`src/hw/sac_map.svh`:
```
// conversion-control constants: source codes, pad values, reset values, cycle counts
// assumes inclusion by the design module only
`ifndef SAC_MAP_SVH
`define SAC_MAP_SVH
`define SAC_CODE_BITS       10
`define SAC_SAR_CYC_10      13
`define SAC_SAR_CYC_8       11
`define SAC_TRACK_CYC       3
`define SAC_CLKDIV_RESET    5'h1f
`define SAC_SRC_SOFT        3'h0
`define SAC_SRC_TMR0        3'h1
`define SAC_SRC_TMR2        3'h2
`define SAC_SRC_TMR1        3'h3
`define SAC_SRC_PIN         3'h4
`define SAC_SRC_TMR3        3'h5
`define SAC_LJUST_PAD       6'h00
`define SAC_RJUST_PAD       6'h00
`endif

```
`src/hw/sac_pkg.sv`:
```
// types shared by the conversion-control block
// uses no constants from sac_map.svh
package sac_pkg;
    // configuration bits that software holds steady between conversions
    typedef struct packed {
        logic       converter_enable;
        logic [4:0] conv_clock_period_field;
        logic       left_justify_select;
        logic       eight_bit_mode_bit;
        logic [2:0] start_source_select;
        logic       delayed_tracking_mode;
    } sac_cfg_type;

    // timer overflow pulses, low and high byte for timers 2 and 3
    typedef struct packed {
        logic t0_ovf;
        logic t1_ovf;
        logic t2_lo_ovf;
        logic t2_hi_ovf;
        logic t2_split8;
        logic t3_lo_ovf;
        logic t3_hi_ovf;
        logic t3_split8;
    } sac_timer_type;

    // result pair as software reads it
    typedef struct packed {
        logic [7:0] result_high_byte;
        logic [7:0] result_low_byte;
    } sac_result_type;
endpackage : sac_pkg

```
`src/hw/sac_ctrl.sv`:
```
// successive-approximation conversion control: triggers, timing, flags, format
// assumes an analog comparator answering each trial bit and timers on clk_i
//
// Contract
// converter works only while enable is 1; otherwise shut down.
// each completed conversion loads the high and low result bytes.
// results are 10-bit unsigned; unused result bits read 0.
// justify 0 puts code in low ten bits; 1 in top ten bits.
// eight-bit mode resolves top eight bits into high byte, ignores justify.
// eight-bit conversion ends two conversion clocks sooner than ten-bit.
// ten-bit conversion takes 13 conversion clocks, eight-bit takes 11.
// conversion clock is system clock divided by period field plus one.
// start field selects software, four timer overflows or pin rising edge.
// codes 0..5: software, timer0, timer2, timer1, pin edge, timer3.
// with software source a busy write of 1 starts one conversion.
// busy stays 1 for the whole conversion and clears at completion.
// busy falling sets the complete flag and requests an enabled interrupt.
// software polls the complete flag, then reads results.
// timers 2 and 3 use low overflows split, high overflows when 16-bit.
// pin routing skips the start pin when it is the trigger.
// delayed tracking postpones conversion start by three conversion clocks.
// without delayed tracking conversion starts right on the trigger.
// internal sources: track whenever not converting.
// pin source: track if delayed mode, else only while pin low.
// triggers during a busy conversion are ignored.
// right-justified ten-bit high byte bits 7..2 read zero.
`timescale 1ns/1ps
`include "sac_map.svh"

module sac_ctrl #(
    parameter int CODE_BITS = `SAC_CODE_BITS
) (
    input  wire logic                   clk_i,
    input  wire logic                   nrst_i,
    input  wire sac_pkg::sac_cfg_type   cfg_i,
    input  wire sac_pkg::sac_timer_type timers_i,
    input  wire logic                   busy_write_i,
    input  wire logic                   flag_clear_i,
    input  wire logic                   int_enable_i,
    input  wire logic                   external_start_pin_i,
    input  wire logic                   cmp_high_i,
    output logic                        conversion_busy_o,
    output logic                        conversion_complete_flag_o,
    output logic                        irq_o,
    output logic                        track_o,
    output logic                        powered_o,
    output logic                        sar_clk_en_o,
    output logic [CODE_BITS-1:0]        dac_trial_o,
    output logic                        pin_skip_o,
    output sac_pkg::sac_result_type     result_o
);
    import sac_pkg::*;

    // the layout in pack_result is written for a 10-bit code only
    if (CODE_BITS != 10)
    begin : g_width_check
        $error("sac_ctrl serves only a 10-bit code");
    end

    typedef enum logic [3:0] {
        ST_IDLE  = 4'b0001,
        ST_TRACK = 4'b0010,
        ST_CONV  = 4'b0100,
        ST_DONE  = 4'b1000
    } sac_state_type;

    // pin synchroniser; only the second and third stages are compared
    logic [2:0]    pin_sync;
    logic          pin_level;
    logic          pin_prev;
    logic [2:0]    next_pin_sync;
    logic          next_pin_level;
    logic          next_pin_prev;

    sac_state_type state;
    sac_state_type next_state;
    logic [4:0]    div_cnt;
    logic [4:0]    next_div_cnt;
    logic [3:0]    cyc_cnt;
    logic [3:0]    next_cyc_cnt;
    logic [9:0]    sar;
    logic [9:0]    next_sar;
    logic          mode8;
    logic          next_mode8;
    logic          busy;
    logic          next_busy;
    logic          flag;
    logic          next_flag;
    sac_result_type result;
    sac_result_type next_result;

    logic          tick;
    logic          trigger;
    logic          pin_rise;

    // conversion-clock tick from the period field
    function automatic logic div_tick(input logic [4:0] cnt,
                                      input logic [4:0] period);
        div_tick = (cnt == period);
    endfunction : div_tick

    // resolved code laid out for software
    function automatic sac_result_type pack_result(input logic [9:0] code,
                                                   input logic       m8,
                                                   input logic       lj);
        if (m8)
            pack_result = {code[9:2], 8'h00};
        else if (lj)
            pack_result = {code, `SAC_LJUST_PAD};
        else
            pack_result = {`SAC_RJUST_PAD, code};
    endfunction : pack_result

    // pin synchroniser next values
    always_comb
    begin
        next_pin_sync  = {pin_sync[1:0], external_start_pin_i};
        next_pin_level = pin_level;
        if (pin_sync[1] == pin_sync[2])
            next_pin_level = pin_sync[2];
        next_pin_prev  = pin_level;
    end

    always_ff @(posedge clk_i)
    begin
        if (!nrst_i)
        begin
            pin_sync  <= 3'h0;
            pin_level <= 1'b0;
            pin_prev  <= 1'b0;
        end
        else
        begin
            pin_sync  <= next_pin_sync;
            pin_level <= next_pin_level;
            pin_prev  <= next_pin_prev;
        end
    end

    assign pin_rise = pin_level & ~pin_prev;
    assign tick     = div_tick(div_cnt, cfg_i.conv_clock_period_field);

    // start source selection; unused codes never start
    always_comb
    begin
        unique case (cfg_i.start_source_select)
            `SAC_SRC_SOFT: trigger = busy_write_i;
            `SAC_SRC_TMR0: trigger = timers_i.t0_ovf;
            `SAC_SRC_TMR2: trigger = timers_i.t2_split8 ?
                                     timers_i.t2_lo_ovf :
                                     timers_i.t2_hi_ovf;
            `SAC_SRC_TMR1: trigger = timers_i.t1_ovf;
            `SAC_SRC_PIN:  trigger = pin_rise;
            `SAC_SRC_TMR3: trigger = timers_i.t3_split8 ?
                                     timers_i.t3_lo_ovf :
                                     timers_i.t3_hi_ovf;
            default:       trigger = 1'b0;
        endcase
    end

    // sequencer next values
    always_comb
    begin
        next_state   = state;
        next_div_cnt = tick ? 5'h00 : div_cnt + 5'h01;
        next_cyc_cnt = cyc_cnt;
        next_sar     = sar;
        next_mode8   = mode8;
        next_busy    = busy;
        next_flag    = flag;
        next_result  = result;
        if (flag_clear_i)
            next_flag = 1'b0;
        if (!cfg_i.converter_enable)
        begin
            next_state   = ST_IDLE;
            next_div_cnt = 5'h00;
            next_busy    = 1'b0;
        end
        else
        begin
            unique case (state)
                ST_IDLE:
                begin
                    // only ST_IDLE samples triggers, so a running conversion never sees them
                    if (trigger)
                    begin
                        next_busy    = 1'b1;
                        next_mode8   = cfg_i.eight_bit_mode_bit;
                        next_sar     = 10'h200;
                        next_div_cnt = 5'h00;
                        if (cfg_i.delayed_tracking_mode)
                        begin
                            next_state   = ST_TRACK;
                            next_cyc_cnt = 4'(`SAC_TRACK_CYC - 1);
                        end
                        else
                        begin
                            next_state   = ST_CONV;
                            next_cyc_cnt = 4'h0;
                        end
                    end
                end
                ST_TRACK:
                begin
                    if (tick)
                    begin
                        if (cyc_cnt == 4'h0)
                            next_state = ST_CONV;
                        else
                            next_cyc_cnt = cyc_cnt - 4'h1;
                    end
                end
                ST_CONV:
                begin
                    // cycle 0 holds, cycles 1..10 (or 1..8) trial bits,
                    // last cycles settle the result
                    if (tick)
                    begin
                        next_cyc_cnt = cyc_cnt + 4'h1;
                        if (cyc_cnt >= 4'h1 && cyc_cnt <= 4'ha)
                        begin
                            if (!cmp_high_i)
                                next_sar[10 - cyc_cnt] = 1'b0;
                            if (cyc_cnt < 4'ha)
                                next_sar[9 - cyc_cnt] = 1'b1;
                            if (mode8 && cyc_cnt >= 4'h8)
                                next_sar[1:0] = 2'b00;
                        end
                        if (cyc_cnt == (mode8 ? 4'(`SAC_SAR_CYC_8 - 1)
                                              : 4'(`SAC_SAR_CYC_10 - 1)))
                            next_state = ST_DONE;
                    end
                end
                ST_DONE:
                begin
                    next_result = pack_result(sar, mode8,
                                              cfg_i.left_justify_select);
                    next_busy   = 1'b0;
                    next_flag   = 1'b1;
                    next_state  = ST_IDLE;
                end
                default:
                    next_state = ST_IDLE;
            endcase
        end
    end

    always_ff @(posedge clk_i)
    begin
        if (!nrst_i)
        begin
            state   <= ST_IDLE;
            div_cnt <= 5'h00;
            cyc_cnt <= 4'h0;
            sar     <= 10'h000;
            mode8   <= 1'b0;
            busy    <= 1'b0;
            flag    <= 1'b0;
            result  <= 16'h0000;
        end
        else
        begin
            state   <= next_state;
            div_cnt <= next_div_cnt;
            cyc_cnt <= next_cyc_cnt;
            sar     <= next_sar;
            mode8   <= next_mode8;
            busy    <= next_busy;
            flag    <= next_flag;
            result  <= next_result;
        end
    end

    // outputs; tracking follows source and pin as described
    assign conversion_busy_o          = busy;
    assign conversion_complete_flag_o = flag;
    assign irq_o       = flag & int_enable_i;
    assign powered_o   = cfg_i.converter_enable;
    assign sar_clk_en_o = tick & cfg_i.converter_enable;
    assign dac_trial_o = sar;
    assign pin_skip_o  = (cfg_i.start_source_select == `SAC_SRC_PIN);
    assign result_o    = result;
    always_comb
    begin
        if (!cfg_i.converter_enable)
            track_o = 1'b0;
        else if (state == ST_CONV || state == ST_DONE)
            track_o = 1'b0;
        else if (cfg_i.start_source_select == `SAC_SRC_PIN &&
                 !cfg_i.delayed_tracking_mode && state == ST_IDLE)
            track_o = ~pin_level;
        else
            track_o = 1'b1;
    end

    // assertions
    busy_fall_flag_a: assert property (
        @(posedge clk_i) disable iff (!nrst_i)
        $fell(busy) && $past(cfg_i.converter_enable) |-> flag)
        else $error("busy fell without setting complete flag");
    off_idle_a: assert property (
        @(posedge clk_i) disable iff (!nrst_i)
        !$past(cfg_i.converter_enable) |-> !busy)
        else $error("busy while disabled");
    ignore_trig_a: assert property (
        @(posedge clk_i) disable iff (!nrst_i)
        state == ST_CONV && trigger |=> state != ST_TRACK)
        else $error("trigger restarted a conversion");
    // a shutdown in the done cycle keeps the old result, so enable is asked
    rjust_zero_a: assert property (
        @(posedge clk_i) disable iff (!nrst_i)
        state == ST_DONE && !mode8 && !cfg_i.left_justify_select &&
        cfg_i.converter_enable
        |=> result.result_high_byte[7:2] == 6'h00)
        else $error("right-justified high bits not zero");
    eight_low_a: assert property (
        @(posedge clk_i) disable iff (!nrst_i)
        state == ST_DONE && mode8 && cfg_i.converter_enable
        |=> result.result_low_byte == 8'h00)
        else $error("eight-bit low byte not zero");
    track_delay_a: assert property (
        @(posedge clk_i) disable iff (!nrst_i)
        state == ST_IDLE && trigger && cfg_i.delayed_tracking_mode &&
        cfg_i.converter_enable |=> state == ST_TRACK && busy)
        else $error("delayed tracking not entered");
    no_delay_a: assert property (
        @(posedge clk_i) disable iff (!nrst_i)
        state == ST_IDLE && trigger && !cfg_i.delayed_tracking_mode &&
        cfg_i.converter_enable |=> state == ST_CONV)
        else $error("conversion did not start at once");
    conv_track_a: assert property (
        @(posedge clk_i) disable iff (!nrst_i)
        state == ST_CONV |-> !track_o)
        else $error("tracking during conversion");
    bad_code_a: assert property (
        @(posedge clk_i) disable iff (!nrst_i)
        cfg_i.start_source_select > 3'h5 && state == ST_IDLE
        |=> state == ST_IDLE)
        else $error("unused source code started a conversion");
    retrig_hold_a: assert property (
        @(posedge clk_i) disable iff (!nrst_i)
        (state == ST_TRACK || state == ST_CONV) && trigger &&
        cfg_i.converter_enable |=> busy && $stable(mode8))
        else $error("trigger disturbed a running conversion");
    done_clear_a: assert property (
        @(posedge clk_i) disable iff (!nrst_i)
        state == ST_DONE && cfg_i.converter_enable
        |=> !busy && flag && state == ST_IDLE)
        else $error("busy or flag wrong after completion");
    // after a tick the divider restarts, so only a zero period ticks again
    tick_gap_a: assert property (
        @(posedge clk_i) disable iff (!nrst_i)
        sar_clk_en_o && cfg_i.conv_clock_period_field != 5'h00
        |=> !sar_clk_en_o || cfg_i.conv_clock_period_field == 5'h00)
        else $error("conversion clock ticked twice in a row");
endmodule : sac_ctrl

```
`config.mk`:
```
export PLATFORM = sky130hd
export DESIGN_NAME = sac_ctrl
export DESIGN_NICKNAME = d
export VERILOG_FILES = /design/src/hw/sac_pkg.sv /design/src/hw/sac_ctrl.sv
export VERILOG_INCLUDE_DIRS = /design/src /design/src/hw
export SDC_FILE = /design/constraint.sdc
export NUM_CORES = 1
export LEC_CHECK = 0
export BUFFER_PORTS_ARGS = -buffer_cell sky130_fd_sc_hd__buf_2
export CORE_MARGIN = 3
export CORE_UTILIZATION = 35
export DETAILED_ROUTE_END_ITERATION = 7
export GPL_ROUTABILITY_DRIVEN = 1
export GPL_TIMING_DRIVEN = 0
export SYNTH_ARGS = -nofsm -noshare
export SYNTH_HDL_FRONTEND = slang
export SYNTH_SLANG_ARGS = --single-unit
```
`constraint.sdc`:
```
create_clock -name clk_i -period 2.1 [get_ports clk_i]
set_input_delay 0.63 -clock clk_i [delete_from_list [all_inputs] [get_ports clk_i]]
set_output_delay 0.63 -clock clk_i [all_outputs]
set_load 0.05 [all_outputs]
```
=== Word level (Yosys, flattened, before mapping) ===
Index checks and enable logic that the tools add are counted.
Widths: inputs -> output; s select.

* Register bits: 47
* Bits of input ports: 27
* Output and inout bits: 33

* $add $sub $neg: 5
* $lt $le $gt $ge: 8
* Eq/ne operators: 19
* Mux-type cells: 45
* Bitwise operators: 8
* Reduce and logical (&&, ||, !) cells: 20

{| class="wikitable"
|+ Operator list
! cell !! number
|-
| $mux 10 || 9
|-
| $ge 32x1->1 const B || 2
|-
| $lt 32x5->1 const B || 2
|-
| $mux 4 || 9
|-
| $mux 16 || 2
|-
| $pmux 4 s3 || 2
|-
| $pmux 10 s2 || 1
|-
| $mux 5 || 3
|-
| $ne 2x2->1 const B || 7
|-
| $mux 1 || 11
|-
| $and 10x10->10 || 1
|-
| $not 10->10 || 1
|-
| $or 10x10->10 || 1
|-
| $reduce_and 5->1 || 2
|-
| $sub 4x4->5 const A || 2
|-
| $demux 1 s4 || 2
|-
| $eq 3x2->1 const B || 2
|-
| $eq 3x3->1 const B || 2
|-
| $logic_and 1x1->1 || 6
|-
| $mux 3 || 2
|-
| $pmux 1 s6 || 1
|-
| $reduce_and 2->1 || 3
|-
| $reduce_and 6->1 || 1
|-
| $add 5x1->5 const B || 1
|-
| other kinds (25) || 30
|}

=== Depth between registers and ports, before layout ===
Gate-level depths: netlist of run 1.

* Depth after elaboration: 18
* Gate-level depth with buffers: 9

=== Worst setup path before layout of run 1 ===
Ideal clock, no wire load.

* Path kind: input to output
* Start point: in cfg_i[2] (netlist bit)
* End point: out track_o
* Arrival time: 2,078 ps
* Data required time: 1,470 ps
* Setup slack: -608 ps
* Stages on the path: 3
* Cell sequence: nand2b_1 > nor2_1 > a31oi_1

* Longest elaborated chain between the ends: 6

{| class="wikitable"
|+ Ends and longest elaborated chain
! item !! line !! RTL
|-
| start: declaration || sac_ctrl.sv:35 || <nowiki>input wire sac_pkg::sac_cfg_type cfg_i,</nowiki>
|-
| $eq 3x3->1 || - ||
|-
| named net pin_skip_o || sac_ctrl.sv:49 || <nowiki>output logic pin_skip_o,</nowiki>
|-
| $logic_and 1x1->1 (2 in a row) || sac_ctrl.sv:290 || <nowiki>else if (cfg_i.start_source_select == `SAC_SRC_PIN &&</nowiki>
|-
| $mux 1 || sac_ctrl.sv:290 ||
|-
| $mux 1 || sac_ctrl.sv:288 || <nowiki>else if (state == ST_CONV || state == ST_DONE)</nowiki>
|-
| $mux 1 || sac_ctrl.sv:286 || <nowiki>if (!cfg_i.converter_enable)</nowiki>
|-
| end: declaration || sac_ctrl.sv:45 || <nowiki>output logic track_o,</nowiki>
|}

The timed path passes the listed nets, and every way through them passes these cells.

=== Worst setup path after layout of run 1 ===
* Start point: reg state[2]
* End point: out track_o

* Longest elaborated chain between the ends: 5
* Elaborated cells on any way between the ends: 8

{| class="wikitable"
|+ Ends and longest elaborated chain
! item !! line !! RTL
|-
| start: declaration || sac_ctrl.sv:75 || <nowiki>sac_state_type state;</nowiki>
|-
| start signal: assignment || sac_ctrl.sv:264 || <nowiki>state <= next_state;</nowiki>
|-
| $eq 4x1->1 || sac_ctrl.sv:291 || <nowiki>!cfg_i.delayed_tracking_mode && state == ST_IDLE)</nowiki>
|-
| $logic_and 1x1->1 || sac_ctrl.sv:290 ||
|-
| $mux 1 || sac_ctrl.sv:290 ||
|-
| $mux 1 (*) || sac_ctrl.sv:288 ||
|-
| $mux 1 (*) || sac_ctrl.sv:286 ||
|}

Mark *: on every way between the ends. The rest lies on a longest branch, timed or not.

==> out/results.txt, run 1 <==
Post-synth EDFFs = 0
via total after detailed routing = 2631
Pwr Density = 535.3 nW/µm²
Mapped Nets = 351
largest fanout on the critical path = 6
worst vdd ir = 0.0002322 V
Avg Synthesized Cell Area = 8.465 µm²
initial antenna violation count = 0
Slew Limit Fails = 0
Design Power = 1.964 mW
hold-fix buffers at CTS = 0
Peak Freq = 449.7 MHz
number of CTS-inserted buffers = 5
initial DRC count = 152
Initial Util = 0.3730
max_cap viols = 0
FF-to-FF End = cyc_cnt[2]$_SDFFE_PN0P_
setup slack, reg-to-reg = -0.09 ns
vias in the first global route = 2363
crit share post-route = 1.059
Hold Crit Class = register to register
Final setup violation count = 4
drt first pass iters = 4
Worst Path Required = 1.47 ns
RePlAce Congestion = 0.8833
CP Class = register to primary output
Post-route DRC = 0
Reg clk slew, reported paths = 0.09 ns
GRT Total Usage = 0.1679
Area after DPL = 3064 µm²
Top-Level Pins = 60
leading cell type in the layout, fill and taps excluded = buf_2
CTS sink count = 47
share of cells above drive strength 1 = 0.3659
die area = 8598 µm²
row cnt = 30
Final Non-Filler Cells = 495
clk_lat worst skew = 0.30 ns
Worst R2R Path Depth = 7
vias per cell = 5.315
Design Area, Final = 3669 µm²
CP Capture Type = primary output
placed insts = 464
Clock Tree Buf Depth = 2
Setup WS post-layout = -0.1238 ns
min Tclk post-route = 2.224 ns
largest net degree at the start of global routing = 16
RR Startpoint = state[0]$_SDFFE_PN1P_
RSZ-0062 raised after global routing = yes
HPWL after DPL = 5292 µm
Hold Violations, Final = 0
Slew headroom = 0.5867
failing checks = negative setup slack
Filler cells = 682
YS warnings = 0
root buffer cell = clkbuf_8
post-synthesis register bit count = 47
most frequent cells in the layout = 52 x buf_2, 40 x dfxtp_1, 33 x nand2_1, 22 x buf_4, 20 x a21oi_1
skew final = 0.01231 ns
Die Y = 92.73 µm
Synth Instances = 311
cell area after synthesis = 2633 µm²
H-tree lvl count = 2
startpoint types = register
antenna fix cells = 0
Async S/R FF share, synth = 0
status = finished, violations left
register area share after synthesis = 0.3574
area grow syn2layout = 39.35%
Die Width = 92.73 µm
ys flop type = dfxtp_1
CTS tree = yes
Yosys top cell area share = 0.3574
first-pass GRT wire length = 11670 µm
CORE AREA = 7057 µm²
Worst Setup SP = state[2]$_SDFFE_PN0P_
actual transition at the worst max-transition pin = 0.6199 ns
GR Overflow Total = 0
Sum Neg Setup Slack = -0.3271 ns
cell accounting for the most synthesized area = dfxtp_1
final hold slack = 0.4571 ns
final wirelength = 7620 µm
Arr. time, crit path = 1.59 ns
Final nets = 438
Final ANT Viol Nets = 0
routed len/inst = 15.39 µm
IO buf count = 57
Synth area leaders = dfxtp_1 36%, ha_1 6.2%, nand2_1 4.8%
Worst Setup EP = track_o
Lkg Pwr = 1.486 nW
Cell variety after synth = 52
state kept, by name, summed over array words and instances, names as in the netlist:
register and count:
conversion_busy_o 1, conversion_complete_flag_o 1, cyc_cnt 4, dac_trial_o 10, div_cnt 5, mode8 1, next_pin_prev 1, pin_prev 1
pin_sync 3, result_o 16, state 4
cell type report:
class	count	area, µm²	area share
Multi-Input combinational cell	237	1831	0.4990
Sequential cell	47	964.7	0.2630
Timing Repair Buffer	81	511.7	0.1395
Tap cell	96	120.1	0.03274
Buffer	17	88.84	0.02422
Clock buffer	5	68.82	0.01876
Clock inverter	3	43.79	0.01194
Inverter	9	40.04	0.01091
layer usage:
metal | GRT usage | share of wire
met1 | 0.2177 | 0.46
met2 | 0.2888 | 0.48
met3 | 0.02924 | 0.054
met4 | 0.04151 | 0.0083
met5 | 0 | 0
what timing repair did:
| action | CTS | global route |
|---|---|---|
| resized for setup | 52 | 31 |
| pin swaps | 16 | 12 |
| cloned | 1 | 0 |
| setup endpoints to repair | 25 | 31 |
| buffers inserted | 15 | 8 |
power by group:
part / switching (mW) / total, mW / internal (mW)
Sequential: 0.0195 / 0.919 / 0.900
Clock: 0.317 / 0.672 / 0.355
Combinational: 0.203 / 0.372 / 0.169
Total: 0.540 / 1.96 / 1.42
per-stage QoR:
stage	utilization	setup WS (ns)
after global placement	0.4342	-0.5126
after global routing	0.5199	-0.1764
after floorplan	-	-0.09007
after detailed placement	0.4342	-0.5094
final	0.5199	-0.1238
after CTS	0.4941	-0.1340
how the worst min path moves through the flow:
stage          depth (start not counted)                endpoint  slack, ns                   start
2_1_floorplan                          1  pin_sync[1]$_SDFF_PN0_       0.41  pin_sync[0]$_SDFF_PN0_
3_3_place_gp                           1  pin_sync[1]$_SDFF_PN0_       0.42  pin_sync[0]$_SDFF_PN0_
3_5_place_dp                           1  pin_sync[1]$_SDFF_PN0_       0.43  pin_sync[0]$_SDFF_PN0_
4_1_cts                                1  pin_sync[1]$_SDFF_PN0_       0.46  pin_sync[0]$_SDFF_PN0_
5_1_grt                                1  pin_sync[1]$_SDFF_PN0_       0.49  pin_sync[0]$_SDFF_PN0_
6_report                               1  pin_sync[1]$_SDFF_PN0_       0.46  pin_sync[0]$_SDFF_PN0_
logic make-up after synthesis:
family / count (synthesis) / synth area share
AOI/OAI and AO/OA: 78 / 0.2148
xor gates and xnor gates: 9 / 0.02994
adders and majority gates: 13 / 0.06179
buffers and inverters: 27 / 0.04373
DFF: 47 / 0.3574
muxes: 7 / 0.02804
and+or+nand+nor: 130 / 0.2643
cell usage after synthesis (2+ instances only):
| master | number |
|---|---|
| mux2_2 | 3 |
| xor2_1 | 6 |
| a22oi_1 | 2 |
| a21boi_0 | 16 |
| and2_1 | 9 |
| dfxtp_1 | 47 |
| o211a_1 | 2 |
| nand2_1 | 34 |
| nand2b_1 | 3 |
| o31ai_1 | 4 |
| ha_1 | 13 |
| nand3_1 | 19 |
| nor3b_1 | 3 |
| a21oi_1 | 20 |
| o22ai_1 | 2 |
| mux2i_1 | 4 |
| nor3_1 | 7 |
| clkbuf_1 | 14 |
| o31a_1 | 2 |
| nand4_1 | 3 |
| nor2b_1 | 8 |
| nand3b_1 | 3 |
| o311ai_0 | 3 |
| inv_1 | 9 |
| nor4b_1 | 4 |
| xnor2_1 | 3 |
| nor2_1 | 17 |
| buf_2 | 2 |
| o21ai_0 | 7 |
| a32o_1 | 7 |
| or3_1 | 8 |
| o211ai_1 | 3 |
| or2_2 | 3 |
| or4b_1 | 3 |
worst max-delay path, cell delays in order, from the launching register on:
cell and delay (ns):
dfxtp_4 0.37, or4b_4 0.56, nor2_4 0.09, a31oi_2 0.10, buf_6 0.17
No activity file was read; power rests on OpenSTA's default activity.
==> run 2, diff against run 1 <==
--- a/config.mk
+++ b/config.mk
@@ -6,12 +6,13 @@
 export SDC_FILE = /design/constraint.sdc
 export NUM_CORES = 1
 export LEC_CHECK = 0
-export BUFFER_PORTS_ARGS = -buffer_cell sky130_fd_sc_hd__buf_2
 export CORE_MARGIN = 3
 export CORE_UTILIZATION = 35
 export DETAILED_ROUTE_END_ITERATION = 7
+export DONT_BUFFER_PORTS = 1
 export GPL_ROUTABILITY_DRIVEN = 1
 export GPL_TIMING_DRIVEN = 0
+export SETUP_SLACK_MARGIN = 0.15
 export SYNTH_ARGS = -nofsm -noshare
 export SYNTH_HDL_FRONTEND = slang
 export SYNTH_SLANG_ARGS = --single-unit
==> constraint.sdc (replaced) <==
create_clock -name clk_i -period 2.1 [get_ports clk_i]
set_input_delay 0.63 -clock clk_i [delete_from_list [all_inputs] [get_ports clk_i]]
set_output_delay 0.63 -clock clk_i [all_outputs]
set_load 0.01 [all_outputs]
==> out/results.txt, run 2 (synthesis gave the netlist of run 1 again) <==
startpoint types = register (unchanged)
row cnt = 30 (unchanged)
CTS tree = yes (unchanged)
Final Util = 0.4874 (was 0.5199)
via total after detailed routing = 2442 (was 2631)
Hold Path Origin = external_start_pin_i (was pin_sync[0]$_SDFF_PN0_)
hold depth = 1 (unchanged)
worst vdd ir = 0.0002420 V (was 0.0002322 V)
GR Overflow Total = 0 (unchanged)
HPWL after DPL = 5095 µm (was 5292 µm)
Initial Util = 0.3730 (unchanged)
Worst R2R Path Depth = 7 (unchanged)
actual transition at the worst max-transition pin = 0.8382 ns (was 0.6199 ns)
FF-to-FF End = dac_trial_o[7]$_SDFFE_PN0P_ (was cyc_cnt[2]$_SDFFE_PN0P_)
initial DRC count = 142 (was 152)
final wirelength = 7264 µm (was 7620 µm)
Logic pwr share = 0.181 (was 0.190)
failing checks = negative setup slack (unchanged)
CORE AREA = 7057 µm² (unchanged)
RePlAce Congestion = 0.9281 (was 0.8833)
Worst Setup SP = state[0]$_SDFFE_PN1P_ (was state[2]$_SDFFE_PN0P_)
Final setup violation count = 5 (was 4)
sequential power share = 0.510 (was 0.468)
Worst Path Required = 2.30 ns (was 1.47 ns)
Final Non-Filler Cells = 446 (was 495)
leading cell type in the layout, fill and taps excluded = dfxtp_1 (was buf_2)
largest fanout on the critical path = 5 (was 6)
CP Capture Type = register (was primary output)
most frequent cells in the layout = 37 x dfxtp_1, 33 x nand2_1, 29 x buf_4, 19 x a21oi_1, 19 x nand3_1 (was 52 x buf_2, 40 x dfxtp_1, 33 x nand2_1, 22 x buf_4, 20 x a21oi_1)
Lkg Pwr = 1.242 nW (was 1.486 nW)
first-pass GRT wire length = 11830 µm (was 11670 µm)
Sum Neg Setup Slack = -0.2107 ns (was -0.3271 ns)
Filler cells = 690 (was 682)
Die Y = 92.73 µm (unchanged)
largest net degree at the start of global routing = 16 (unchanged)
routed len/inst = 16.29 µm (was 15.39 µm)
Clock Tree Buf Depth = 2 (unchanged)
Slew headroom = 0.4333 (was 0.5867)
initial antenna violation count = 0 (unchanged)
GRT Total Usage = 0.1691 (was 0.1679)
Cell Int Power = 1.281 mW (was 1.424 mW)
max_cap viols = 0 (unchanged)
number of CTS-inserted buffers = 5 (unchanged)
Final nets = 389 (was 438)
Seq. cell area = 973.4 µm² (was 964.7 µm²)
vias per cell = 5.475 (was 5.315)
Post-route DRC = 0 (unchanged)
skew final = 0.009593 ns (was 0.01231 ns)
Arr. time, crit path = 2.37 ns (was 1.59 ns)
status = finished, violations left (unchanged)
min Tclk post-route = 2.164 ns (was 2.224 ns)
switching share of power = 0.2874 (was 0.2749)
RR Startpoint = state[0]$_SDFFE_PN1P_ (unchanged)
Pwr Density = 522.6 nW/µm² (was 535.3 nW/µm²)
max reg flops = 16 (unchanged)
Top-Level Pins = 60 (unchanged)
Setup WS post-layout = -0.06373 ns (was -0.1238 ns)
H-tree lvl count = 2 (unchanged)
share of cells above drive strength 1 = 0.2829 (was 0.3659)
CP Class = register to register (was register to primary output)
area occupied by multi-input gates = 1864 µm² (was 1831 µm²)
Hold Crit Class = input pin to register (was register to register)
vias in the first global route = 2333 (was 2363)
drt first pass iters = 4 (unchanged)
antenna fix cells = 0 (unchanged)
clk_lat worst skew = 0.31 ns (was 0.30 ns)
Reg clk slew, reported paths = 0.09 ns (about the same)
Worst Setup EP = dac_trial_o[7]$_SDFFE_PN0P_ (was track_o)
IO buf count = 0 (was 57)
sw power = 0.5166 mW (was 0.5397 mW)
RSZ-0062 raised after global routing = yes (unchanged)
Die Width = 92.73 µm (unchanged)
CTS sink count = 47 (unchanged)
root buffer cell = clkbuf_8 (unchanged)
Final ANT Viol Nets = 0 (unchanged)
Hold Violations, Final = 0 (unchanged)
die area = 8598 µm² (unchanged)
placed insts = 407 (was 464)
crit share post-route = 1.030 (was 1.059)
clock network power share = 0.309 (was 0.342)
Peak Freq = 462.2 MHz (was 449.7 MHz)
Slew Limit Fails = 0 (unchanged)
setup slack, reg-to-reg = -0.06 ns (was -0.09 ns)
area grow syn2layout = 30.66% (was 39.35%)
[run 2: changes by cell type in the layout (fill, tap and decap cells not counted), sizes merged]
cell and delta:
bufinv -1, clkbuf -3, clkinv -1, buf -46
inv +1, clkinvlp +1
[run 2: metal layers]
layer | GRT usage | vias up | part of all wire
met5 | 0 | - | 0
met4 | 0.06838 | 0 | 0.018
met3 | 0.04062 | 11 | 0.060
met2 | 0.2701 | 65 | 0.48
met1 | 0.2185 | 1166 | 0.45
li1 | - | 1200 | -
[run 2: layout make-up]
type / count / area share
multi-input cells: 237 / 0.5420
flip-flops and latches: 47 / 0.2830
well taps: 96 / 0.03492
repair buffers: 31 / 0.07130
clock buffers: 5 / 0.02001
plain buffers: 18 / 0.03310
inverters: 9 / 0.009822
clock inverters: 3 / 0.005820
[run 2: how the worst min path moves through the flow]
stage,end,slack (ns)
floorplan,pin_sync[1]$_SDFF_PN0_,0.41
global placement,pin_sync[1]$_SDFF_PN0_,0.43
detailed placement,pin_sync[1]$_SDFF_PN0_,0.43
CTS,pin_sync[0]$_SDFF_PN0_,0.44
global route,pin_sync[0]$_SDFF_PN0_,0.45
finish,pin_sync[0]$_SDFF_PN0_,0.44
[run 2: critical path, cell delays in order, from the launching register on]
cell,delay (ns)
dfxtp_4,0.37
or4b_4,0.53
buf_6,0.15
a31oi_4,0.16
a31oi_4,0.13
buf_6,0.18
or3_1,0.31
a32o_1,0.22
[run 2: timing repair]
item                                    CTS  global route
pin swaps                                10             8
endpoints found under the hold margin     0             0
resized for setup                        50            26
hold buffers                              0             0
endpoints found under the setup margin   28            28
setup buffers                            18            12
cloned                                    1             0
[run 2: per-stage QoR]
step	hold WS (ns)	total power [mW]	setup WS [ns]	area, µm²
3_5_place_dp	0.4348	1.176	-0.3250	2855
4_1_cts	0.4393	1.775	-0.04795	3253
6_report	0.4417	1.798	-0.06373	3440
2_1_floorplan	0.4119	1.124	-0.01188	2735
3_3_place_gp	0.4307	1.175	-0.3635	2855
5_1_grt	0.4524	1.878	-0.1225	3440
[run 2: power groups by stage]
stage | Combinational [mW] | Sequential, mW | Clock [mW]
after floorplan | 0.185 | 0.939 | 0
after global placement | 0.231 | 0.944 | 0
after detailed placement | 0.232 | 0.945 | 0
after CTS | 0.295 | 0.919 | 0.562
after global routing | 0.352 | 0.920 | 0.607
final | 0.325 | 0.916 | 0.556
